[config.mk]
export PLATFORM = sky130hd
export DESIGN_NAME = async_serial_transceiver
export DESIGN_NICKNAME = d
export VERILOG_FILES = /design/src/rtl/uart_pkg.sv /design/src/rtl/two_entry_buffer.sv /design/src/rtl/async_serial_transceiver.sv
export SDC_FILE = /design/constraint.sdc
export NUM_CORES = 1
export LEC_CHECK = 0
export ABC_CLOCK_PERIOD_IN_PS = 2300
export BUFFER_PORTS_ARGS = -buffer_cell sky130_fd_sc_hd__clkbuf_2
export CORE_ASPECT_RATIO = 1.2
export CORE_MARGIN = 3
export CORE_UTILIZATION = 59
export DETAILED_ROUTE_END_ITERATION = 10
export GPL_TIMING_DRIVEN = 1
export PLACE_DENSITY = 0.85
export SYNTH_ARGS = -nofsm -noshare
export SYNTH_HDL_FRONTEND = slang
export SYNTH_SLANG_ARGS = --single-unit
[constraint.sdc]
create_clock -name clk -period 2.3 [get_ports clk]
set_input_delay 0.115 -clock clk [delete_from_list [all_inputs] [get_ports clk]]
set_output_delay 0.115 -clock clk [all_outputs]
set_load 0.005 [all_outputs]
[src/rtl/uart_pkg.sv]
package uart_pkg;

  // ------------------------------------------------------------
  // Widths
  // ------------------------------------------------------------
  localparam int DATA_W = 9;
  localparam int PRESCALE_W = 8;
  localparam int RX_DEPTH = 2;

  // ------------------------------------------------------------
  // Bit timing, sixteen ticks per bit
  // ------------------------------------------------------------
  localparam logic [3:0] PHASE_LAST = 4'hf;
  localparam logic [3:0] VOTE_A = 4'h7;
  localparam logic [3:0] VOTE_B = 4'h8;
  localparam logic [3:0] DECIDE = 4'h9;
  localparam logic [3:0] STOP_DONE = 4'ha;

  // ------------------------------------------------------------
  // Field positions and masks
  // ------------------------------------------------------------
  localparam logic [3:0] LAST_BIT_8 = 4'h7;
  localparam logic [3:0] LAST_BIT_9 = 4'h8;
  localparam logic [8:0] MASK_8 = 9'h0ff;
  localparam logic [8:0] MASK_9 = 9'h1ff;

  // ------------------------------------------------------------
  // Values after reset
  // ------------------------------------------------------------
  localparam logic TRANSMIT_EMPTY_FLAG_RESET = 1'b1;
  localparam logic TRANSMITTER_IDLE_FLAG_RESET = 1'b1;
  localparam logic RIDLE_RESET = 1'b1;
  localparam logic LINE_IDLE = 1'b1;

  typedef enum logic [2:0] {
    TX_IDLE = 3'h0,
    TX_START = 3'h1,
    TX_DATA = 3'h2,
    TX_PARITY = 3'h3,
    TX_STOP1 = 3'h4,
    TX_STOP2 = 3'h5
  } tx_state_t;

  typedef enum logic [2:0] {
    RX_IDLE = 3'h0,
    RX_START = 3'h1,
    RX_DATA = 3'h2,
    RX_PARITY = 3'h3,
    RX_STOP = 3'h4
  } rx_state_t;

endpackage

[src/rtl/two_entry_buffer.sv]
`timescale 1ns/100ps
module two_entry_buffer #(
  parameter int WIDTH = 9,
  parameter int DEPTH = 2
) (
  input wire logic clk, // System clock
  input wire logic rst, // Synchronous reset
  input wire logic in_valid, // Word offered
  output logic in_ready, // Room for a word
  input wire logic [WIDTH-1:0] in_data, // Word in
  output logic out_valid, // Head holds a word
  input wire logic out_ready, // Head taken
  output logic [WIDTH-1:0] out_data, // Head word
  output logic full // No room left
);
  localparam int CW = $clog2(DEPTH + 1);

  logic [WIDTH-1:0] mem [DEPTH];
  logic [CW-1:0] count;
  logic push;
  logic pop;

  assign push = in_valid && in_ready;
  assign pop = out_valid && out_ready;
  assign in_ready = count != CW'(DEPTH);
  assign full = !in_ready;
  assign out_valid = count != '0;
  assign out_data = mem[0];

  always_ff @(posedge clk) begin
    if (rst) begin
      count <= '0;
    end else if (push && !pop) begin
      count <= count + 1'b1;
    end else if (pop && !push) begin
      count <= count - 1'b1;
    end
  end

  // ------------------------------------------------------------
  // Entries, head at index zero
  // ------------------------------------------------------------
  generate
    for (genvar i = 0; i < DEPTH; i++) begin : g_entry
      logic [WIDTH-1:0] upper;
      if (i == DEPTH - 1) begin : g_top
        assign upper = in_data;
      end else begin : g_mid
        assign upper = (push && count == CW'(i + 1)) ? in_data : mem[i + 1];
      end
      always_ff @(posedge clk) begin
        if (rst) begin
          mem[i] <= '0;
        end else if (pop) begin
          mem[i] <= upper;
        end else if (push && count == CW'(i)) begin
          mem[i] <= in_data;
        end
      end
    end
  endgenerate
endmodule

[src/rtl/async_serial_transceiver.sv]
`timescale 1ns/100ps
module async_serial_transceiver (
  input wire logic clk, // System clock, 50 MHz
  input wire logic rst, // Synchronous reset, active high
  input wire logic serial_global_enable, // Whole block on
  input wire logic transmit_enable_bit, // Transmitter on
  input wire logic receive_enable_bit, // Receiver on
  input wire logic nine_bit_mode, // Nine data bits
  input wire logic parity_enable, // Parity bit present
  input wire logic parity_odd, // Odd parity when set
  input wire logic two_stop_bits, // Second stop bit sent
  input wire logic address_mode, // Address detection on
  input wire logic [uart_pkg::PRESCALE_W-1:0] prescaler, // Tick divisor
  input wire logic status_read, // Status read strobe
  input wire logic data_write, // Data write strobe
  input wire logic [uart_pkg::DATA_W-1:0] data_in, // Word to send
  input wire logic data_read, // Data read strobe
  input wire logic rx_in, // Receive pin level
  output logic tx_out, // Transmit pin level
  output logic tx_oe, // Transmit pin driven
  output logic rx_claim, // Receive pin owned
  output logic [uart_pkg::DATA_W-1:0] data_out, // Received word
  output logic transmit_empty_flag, // Holding register empty
  output logic transmitter_idle_flag, // Nothing being sent
  output logic receive_available_flag, // Received word waiting
  output logic receiver_idle_flag, // No frame arriving
  output logic overrun_flag, // Word lost, buffer full
  output logic framing_error_flag, // Stop bit read low
  output logic parity_error_flag, // Parity mismatch
  output logic noise_flag, // Samples disagreed
  output logic address_detect_flag, // Address word seen
  output logic rx_edge_flag // Falling edge pulse
);
  import uart_pkg::*;

  tx_state_t tx_state;
  rx_state_t rx_state;
  logic tx_on;
  logic rx_on;
  logic [PRESCALE_W-1:0] baud_cnt;
  logic tick;
  logic [3:0] last_bit;
  logic [DATA_W-1:0] data_mask;
  logic [DATA_W-1:0] hold_data;
  logic [DATA_W-1:0] tx_shift;
  logic hold_full;
  logic tx_par;
  logic tx_seen;
  logic [3:0] tx_phase;
  logic [3:0] tx_bit;
  logic tx_load;
  logic tx_end;
  logic rx_meta;
  logic rx_sync;
  logic rx_prev;
  logic rx_fall;
  logic [3:0] rx_phase;
  logic [3:0] rx_bit;
  logic [DATA_W-1:0] rx_shift;
  logic [DATA_W-1:0] rx_word;
  logic vote_a;
  logic vote_b;
  logic samp_bit;
  logic samp_noisy;
  logic rx_noisy;
  logic rx_par;
  logic rx_parity_error_flag;
  logic rx_end;
  logic rx_done;
  logic rx_accept;
  logic buf_in_ready;
  logic buf_full;
  logic rx_seen;
  logic err_clear;

  assign tx_on = serial_global_enable && transmit_enable_bit;
  assign rx_on = serial_global_enable && receive_enable_bit;
  assign last_bit = nine_bit_mode ? LAST_BIT_9 : LAST_BIT_8;
  assign data_mask = nine_bit_mode ? MASK_9 : MASK_8;

  // ------------------------------------------------------------
  // Baud tick, sixteen per bit
  // ------------------------------------------------------------
  always_ff @(posedge clk) begin
    if (rst || !serial_global_enable) begin
      baud_cnt <= '0;
      tick <= 1'b0;
    end else if (baud_cnt == prescaler) begin
      baud_cnt <= '0;
      tick <= 1'b1;
    end else begin
      baud_cnt <= baud_cnt + 1'b1;
      tick <= 1'b0;
    end
  end

  // ------------------------------------------------------------
  // Pin ownership
  // ------------------------------------------------------------
  always_ff @(posedge clk) begin
    if (rst) begin
      tx_oe <= 1'b0;
      rx_claim <= 1'b0;
    end else begin
      tx_oe <= tx_on;
      rx_claim <= rx_on;
    end
  end

  // ------------------------------------------------------------
  // Transmit holding register
  // ------------------------------------------------------------
  assign tx_load = tx_on && tx_state == TX_IDLE && hold_full;
  assign tx_end = tick && tx_phase == PHASE_LAST;

  always_ff @(posedge clk) begin
    if (rst) begin
      hold_data <= '0;
    end else if (data_write) begin
      hold_data <= data_in;
    end
  end

  always_ff @(posedge clk) begin
    if (rst || !tx_on) begin
      hold_full <= 1'b0;
    end else if (data_write) begin
      hold_full <= 1'b1;
    end else if (tx_load) begin
      hold_full <= 1'b0;
    end
  end

  always_ff @(posedge clk) begin
    if (rst) begin
      tx_seen <= 1'b0;
    end else if (status_read) begin
      tx_seen <= 1'b1;
    end else if (data_write) begin
      tx_seen <= 1'b0;
    end
  end

  always_ff @(posedge clk) begin
    if (rst || !tx_on) begin
      transmit_empty_flag <= TRANSMIT_EMPTY_FLAG_RESET;
    end else if (tx_load) begin
      transmit_empty_flag <= 1'b1;
    end else if (data_write && tx_seen) begin
      transmit_empty_flag <= 1'b0;
    end
  end

  always_ff @(posedge clk) begin
    if (rst || !tx_on) begin
      transmitter_idle_flag <= TRANSMITTER_IDLE_FLAG_RESET;
    end else if (tx_state == TX_IDLE && !hold_full && !data_write &&
                 transmit_empty_flag) begin
      transmitter_idle_flag <= 1'b1;
    end else if (tx_load || (data_write && tx_seen)) begin
      transmitter_idle_flag <= 1'b0;
    end
  end

  // ------------------------------------------------------------
  // Transmit shifter
  // ------------------------------------------------------------
  always_ff @(posedge clk) begin
    if (rst || !tx_on) begin
      tx_state <= TX_IDLE;
      tx_phase <= '0;
      tx_bit <= '0;
      tx_shift <= '0;
      tx_par <= 1'b0;
    end else begin
      tx_phase <= (tx_state == TX_IDLE) ? 4'h0 :
                  (tick ? tx_phase + 4'h1 : tx_phase);
      unique case (tx_state)
        TX_IDLE: if (hold_full) begin
          tx_state <= TX_START;
          tx_shift <= hold_data;
          tx_par <= ^(hold_data & data_mask) ^ parity_odd;
        end
        TX_START: if (tx_end) begin
          tx_state <= TX_DATA;
          tx_bit <= '0;
        end
        TX_DATA: if (tx_end) begin
          tx_shift <= tx_shift >> 1;
          tx_bit <= tx_bit + 4'h1;
          if (tx_bit == last_bit) begin
            tx_state <= parity_enable ? TX_PARITY : TX_STOP1;
          end
        end
        TX_PARITY: if (tx_end) begin
          tx_state <= TX_STOP1;
        end
        TX_STOP1: if (tx_end) begin
          tx_state <= two_stop_bits ? TX_STOP2 : TX_IDLE;
        end
        TX_STOP2: if (tx_end) begin
          tx_state <= TX_IDLE;
        end
        default: tx_state <= TX_IDLE;
      endcase
    end
  end

  always_ff @(posedge clk) begin
    if (rst || !tx_on) begin
      tx_out <= LINE_IDLE;
    end else begin
      unique case (tx_state)
        TX_START: tx_out <= 1'b0;
        TX_DATA: tx_out <= tx_shift[0];
        TX_PARITY: tx_out <= tx_par;
        default: tx_out <= LINE_IDLE;
      endcase
    end
  end

  // ------------------------------------------------------------
  // Receive input synchroniser and edge
  // ------------------------------------------------------------
  always_ff @(posedge clk) begin
    if (rst) begin
      rx_meta <= LINE_IDLE;
      rx_sync <= LINE_IDLE;
      rx_prev <= LINE_IDLE;
    end else begin
      rx_meta <= rx_in;
      rx_sync <= rx_meta;
      rx_prev <= rx_sync;
    end
  end

  assign rx_fall = rx_prev && !rx_sync;

  always_ff @(posedge clk) begin
    if (rst) begin
      rx_edge_flag <= 1'b0;
    end else begin
      rx_edge_flag <= rx_on && rx_fall;
    end
  end

  // ------------------------------------------------------------
  // Three-sample vote near bit centre
  // ------------------------------------------------------------
  always_ff @(posedge clk) begin
    if (rst) begin
      vote_a <= LINE_IDLE;
      vote_b <= LINE_IDLE;
      samp_bit <= LINE_IDLE;
      samp_noisy <= 1'b0;
    end else if (tick) begin
      if (rx_phase == VOTE_A) begin
        vote_a <= rx_sync;
      end
      if (rx_phase == VOTE_B) begin
        vote_b <= rx_sync;
      end
      if (rx_phase == DECIDE) begin
        samp_bit <= (vote_a && vote_b) || (vote_a && rx_sync) ||
                    (vote_b && rx_sync);
        samp_noisy <= !(vote_a == vote_b && vote_b == rx_sync);
      end
    end
  end

  // ------------------------------------------------------------
  // Receive shifter
  // ------------------------------------------------------------
  assign rx_end = tick && rx_phase == PHASE_LAST;
  assign rx_done = rx_on && rx_state == RX_STOP && tick &&
                   rx_phase == STOP_DONE;
  assign rx_word = nine_bit_mode ? rx_shift : {1'b0, rx_shift[8:1]};

  always_ff @(posedge clk) begin
    if (rst || !rx_on) begin
      rx_state <= RX_IDLE;
      rx_phase <= '0;
      rx_bit <= '0;
      rx_shift <= '0;
      rx_noisy <= 1'b0;
      rx_par <= 1'b0;
      rx_parity_error_flag <= 1'b0;
    end else begin
      rx_phase <= (rx_state == RX_IDLE) ? 4'h0 :
                  (tick ? rx_phase + 4'h1 : rx_phase);
      unique case (rx_state)
        RX_IDLE: if (rx_fall) begin
          rx_state <= RX_START;
          rx_noisy <= 1'b0;
          rx_par <= 1'b0;
          rx_parity_error_flag <= 1'b0;
          rx_shift <= '0;
        end
        RX_START: if (rx_end) begin
          rx_noisy <= samp_noisy;
          rx_bit <= '0;
          rx_state <= samp_bit ? RX_IDLE : RX_DATA;
        end
        RX_DATA: if (rx_end) begin
          rx_shift <= {samp_bit, rx_shift[8:1]};
          rx_par <= rx_par ^ samp_bit;
          rx_noisy <= rx_noisy || samp_noisy;
          rx_bit <= rx_bit + 4'h1;
          if (rx_bit == last_bit) begin
            rx_state <= parity_enable ? RX_PARITY : RX_STOP;
          end
        end
        RX_PARITY: if (rx_end) begin
          rx_parity_error_flag <= samp_bit != (rx_par ^ parity_odd);
          rx_noisy <= rx_noisy || samp_noisy;
          rx_state <= RX_STOP;
        end
        RX_STOP: if (rx_done) begin
          rx_state <= RX_IDLE;
        end
        default: rx_state <= RX_IDLE;
      endcase
    end
  end

  always_ff @(posedge clk) begin
    if (rst) begin
      receiver_idle_flag <= RIDLE_RESET;
    end else begin
      receiver_idle_flag <= rx_state == RX_IDLE;
    end
  end

  // ------------------------------------------------------------
  // Receive buffer and its flags
  // ------------------------------------------------------------
  two_entry_buffer #(
    .WIDTH(DATA_W),
    .DEPTH(RX_DEPTH)
  ) rx_fifo (
    .clk(clk),
    .rst(rst),
    .in_valid(rx_done && !overrun_flag),
    .in_ready(buf_in_ready),
    .in_data(rx_word),
    .out_valid(),
    .out_ready(data_read),
    .out_data(data_out),
    .full(buf_full)
  );

  assign rx_accept = rx_done && !overrun_flag && buf_in_ready;
  assign err_clear = rx_seen && data_read;

  always_ff @(posedge clk) begin
    if (rst) begin
      rx_seen <= 1'b0;
    end else if (status_read) begin
      rx_seen <= 1'b1;
    end else if (data_read) begin
      rx_seen <= 1'b0;
    end
  end

  always_ff @(posedge clk) begin
    if (rst) begin
      receive_available_flag <= 1'b0;
    end else if (rx_accept) begin
      receive_available_flag <= 1'b1;
    end else if (err_clear && !buf_full) begin
      receive_available_flag <= 1'b0;
    end
  end

  always_ff @(posedge clk) begin
    if (rst) begin
      overrun_flag <= 1'b0;
    end else if (rx_done && !buf_in_ready) begin
      overrun_flag <= 1'b1;
    end else if (err_clear) begin
      overrun_flag <= 1'b0;
    end
  end

  always_ff @(posedge clk) begin
    if (rst) begin
      noise_flag <= 1'b0;
    end else if (rx_accept && (rx_noisy || samp_noisy)) begin
      noise_flag <= 1'b1;
    end else if (err_clear) begin
      noise_flag <= 1'b0;
    end
  end

  always_ff @(posedge clk) begin
    if (rst) begin
      framing_error_flag <= 1'b0;
    end else if (rx_accept && !samp_bit) begin
      framing_error_flag <= 1'b1;
    end else if (err_clear) begin
      framing_error_flag <= 1'b0;
    end
  end

  always_ff @(posedge clk) begin
    if (rst) begin
      parity_error_flag <= 1'b0;
    end else if (rx_accept && parity_enable && rx_parity_error_flag) begin
      parity_error_flag <= 1'b1;
    end else if (err_clear) begin
      parity_error_flag <= 1'b0;
    end
  end

  always_ff @(posedge clk) begin
    if (rst) begin
      address_detect_flag <= 1'b0;
    end else if (rx_accept && address_mode && rx_shift[8]) begin
      address_detect_flag <= 1'b1;
    end else if (err_clear) begin
      address_detect_flag <= 1'b0;
    end
  end
endmodule

==> results.txt <==
The run finished with clean final reports. After global routing the overflow that remains totals 0. The synthesized design spends more area on one cell type than any other, namely dfxtp_1.

The fraction of layout instances using a drive strength above 1 is between 10% and 20%. The residual antenna-violating net count after detailed routing came out at 0. The classification of the worst setup path is reg2reg. Based on the critical path, the design can be clocked at up to between 400 and 500 MHz.

The number of iterations in the first detailed-routing pass is 5. The leakage power figure came out at 2.10 nW. In this run the count of I/O pins placed on the die edge is 53. The finished cells cover roughly 0.0056 sq mm. The starting utilization of the core area is 62.3%. Summing all placed instances gives a cell area of 0.00535 sq mm.

The switching part of the total is about 25%. Clock tree synthesis found a total of around 110 sinks. The worst endpoint data arrival time came out at ~2400 ps. The tree is rooted in a clkbuf_8. Along the worst path, the maximum fanout reaches 9. TritonCTS built the clock tree. Leaving out fill and tap cells, the most frequent cell in the layout is dfxtp_1.

The count of input and output buffers came out at 52. The count of vias placed by the detailed router came out at 4,057. After detailed routing, the number of vias per cell comes to 5.83.

The required arrival time at the worst endpoint is about 2600 ps. The reported max-cap violation count came out at 0. Yosys attributes the largest share of cell area to dfxtp_1 35%, edfxtp_1 11%, mux2i_1 6.5%. Routability-driven placement finished with a final weighted congestion of about 0.9. The mean instance size in the synthesized netlist is 9.58 sq um.

The endpoint class of the critical path is a flip-flop. Among all flip-flop cells after synthesis, the most frequent one is dfxtp_1. After detailed routing, the total wire length is about 11,000 microns. The area growth from synthesis to layout is 14.4%. The number of hold violations in the final report came out at 0. The combinational group share of total power came out at 9.0%. In the final design database the tool counted roughly 620 nets. The internal power consumption is 2.46 mW.

STA classifies the critical path startpoint as a flip-flop. Setup repair after global routing left no endpoint under its margin. The final sum of negative setup slack is 0 ps. The post-CTS setup buffer count came out at 0. The maximum number of pins on one net before global-route repair came out at 41. The library cells used most frequently in the layout, excluding fill and tap cells, are 87 x dfxtp_1, 55 x nor2_1, 52 x clkbuf_2. The worst clock skew on the final layout came out at ~11 ps. The slew of the pin with the lowest slew margin came out at 625 ps.

The post-synth net total came out at 559. The number of unique standard cell types used by synthesis came out at 62. The proportion of register bits with asynchronous set or reset after synthesis is 0%. The count of routing violations after the opening detailed-route iteration came out at ~190.

The relative max-transition margin is between 50% and 60%. The y dimension of the die is between 100 and 150 microns. The worst hold path class is in2reg.

IR analysis of the VDD net gives a maximum drop of around 0.34 mV. The width of the die is about 89 microns. The post-layout utilization of the core came out at between 70% and 80%. In the finished design, the share of the clock period the worst path needs comes to 92.3%. The area of the core came out at 0.00793 sq mm. The topmost layer with routed signal wires is met4. The sequential cell area fraction in the yosys report came out at a little under half. The number of failing setup endpoints in the final timing report came out at 0. The DRC violation count after routing came out at 0. The number of antenna violations at the first check in global routing came out at 0. The overall power of the completed layout came out at 3.29 mW. The number of cells produced by synthesis came out at around 520. In this run, synthesis inferred 18 flip-flops with an integrated enable. The number of buffers on the longest clock path is 2. The final number of max-transition violations was 0. The detailed-routing wirelength on met1 is approximately 4600 microns. The minimum clock period after layout is 2120 ps. The total number of H-tree levels is 3. The sequential group share of total power is between 50% and 60%. The total of flip-flops plus latches after synthesis is 105. In this run the power density over the cells is 583 mW/mm^2. Global routing used between 20% and 30% of the available tracks. The net switching power of the design came out at just over 0.8 mW. The summed instance area of the synthesized netlist is slightly below 0.005 sq mm. The clock reaches the later pin of the worst-skew pair after 370 ps. The number of antenna diodes in the final layout is 0. After clock tree synthesis, the clock-pin slew on the worst setup and hold paths is about 100 ps. Wire segments on met2 add up to between 5000 and 6000 microns in the final route. The total of warnings raised by yosys came out at 0. In this run, the clock network consumes a little under a third of the power.

The number of global-route vias before repair is between 3k and 4k. The HPWL after detailed placement is about 7600 microns. The total of fill cells in the finished design came out at 566.

The first global-routing pass estimated 17,100 microns of wire. Clock tree synthesis inserted a total of 9 buffers. Dividing the detail-routed wire length by the instance count gives ~15 microns. The total length of routed met3 wires is between 400 and 500 microns.

After synthesis, the largest area contributor takes up about a third of total cell area. The die outline area came out at approximately 0.0095 sq mm. The site row count is 35.
-- metal layers --
layer  GRT usage (%)  vias to the layer above
li1                -                     2005
met1            29.5                     1919
met5               0                        -
met3            3.33                       14
met2            37.8                      119
met4            8.09                        0
-- Yosys cell counts, drive strengths merged (4+ instances only) --
cell type and number:
nand2 31, nand4 7, inv 13, ha 13
a211oi 10, nand3 19, nor2 55, dfxtp 87
xor2 13, or3 5, nor3 13, clkbuf 17
nor4b 5, xnor2 17, mux2i 32, or2 7
o21ai 23, buf 7, a211o 6, a31oi 4
edfxtp 18, nor2b 5, o2bb2ai 9, a21oi 32
nand4b 4, nand2b 10
-- flip-flops by register name, indices dropped and copies added (netlist names), 8 cells and up --
register	flops
baud_cnt	8
rx_fifo.mem	18
rx_shift	9
tx_shift	9
hold_data	9
-- timing repair --
action	in CTS	in global routing
setup endpoints to repair	0	9
hold buffers	11	0
hold endpoints to repair	12	0
resized for setup	0	1
-- logic make-up after synthesis --
kind of cell,count (synthesis),synth area share (%)
adders and majority gates,13,3.30
muxes,34,6.95
DFF,105,46.2
and+or+nand+nor,181,19.3
AOI/OAI and AO/OA,111,14.8
xor gates and xnor gates,32,6.24
buffers and inverters,39,3.12
-- critical path: stages (launching register included) --
cell and delay, ps:
dfxtp_1 370, inv_1 100, ha_1 140, nand3_1 160
nor4b_4 510, buf_4 270, mux2_2 350, a31oi_1 150
-- per-stage QoR --
stage | instances | hold slack (ps) | setup WS [ps]
final | 696 | 32.4 | 177
after global routing | 696 | 13.2 | 3.63
after CTS | 696 | 12.1 | 119
after detailed placement | 669 | 307 | 133
after global placement | 669 | 297 | 283
after floorplan | 515 | 219 | 335
-- path summary, 6_finish.rpt --
kind	from	end	slack, ps	cells after the start
hold reg to reg	rx_meta$_SDFF_PP1_	rx_sync$_SDFF_PP1_	420	1
setup reg to reg	rx_phase[0]$_SDFFE_PP0P_	rx_fifo.count[1]$_SDFFE_PP0P_	180	7
hold / removal	address_mode	address_detect_flag$_SDFFE_PP0P_	30	3
setup / recovery	rx_phase[0]$_SDFFE_PP0P_	rx_fifo.count[1]$_SDFFE_PP0P_	180	7
-- cell type report --
type / count / area [sq um] / area share, %
tap: 111 / 139 / 2.46
inverter: 15 / 56.3 / 0.998
clock buffer: 9 / 124 / 2.20
multi-input combinational: 371 / 2500 / 44.4
timing repair buffer: 78 / 483 / 8.56
sequential: 105 / 2280 / 40.4
clock inverter: 7 / 55.1 / 0.976
-- power groups by stage --
stage               Sequential [mW]  Combinational, mW  Clock [mW]
global route                   1.95              0.324        1.14
CTS                            1.95              0.291        1.07
floorplan                      1.98              0.180           0
global placement               1.99              0.263           0
detailed placement             1.99              0.274           0
finish                         1.95              0.295        1.05
(Power assumes the default switching activity.)
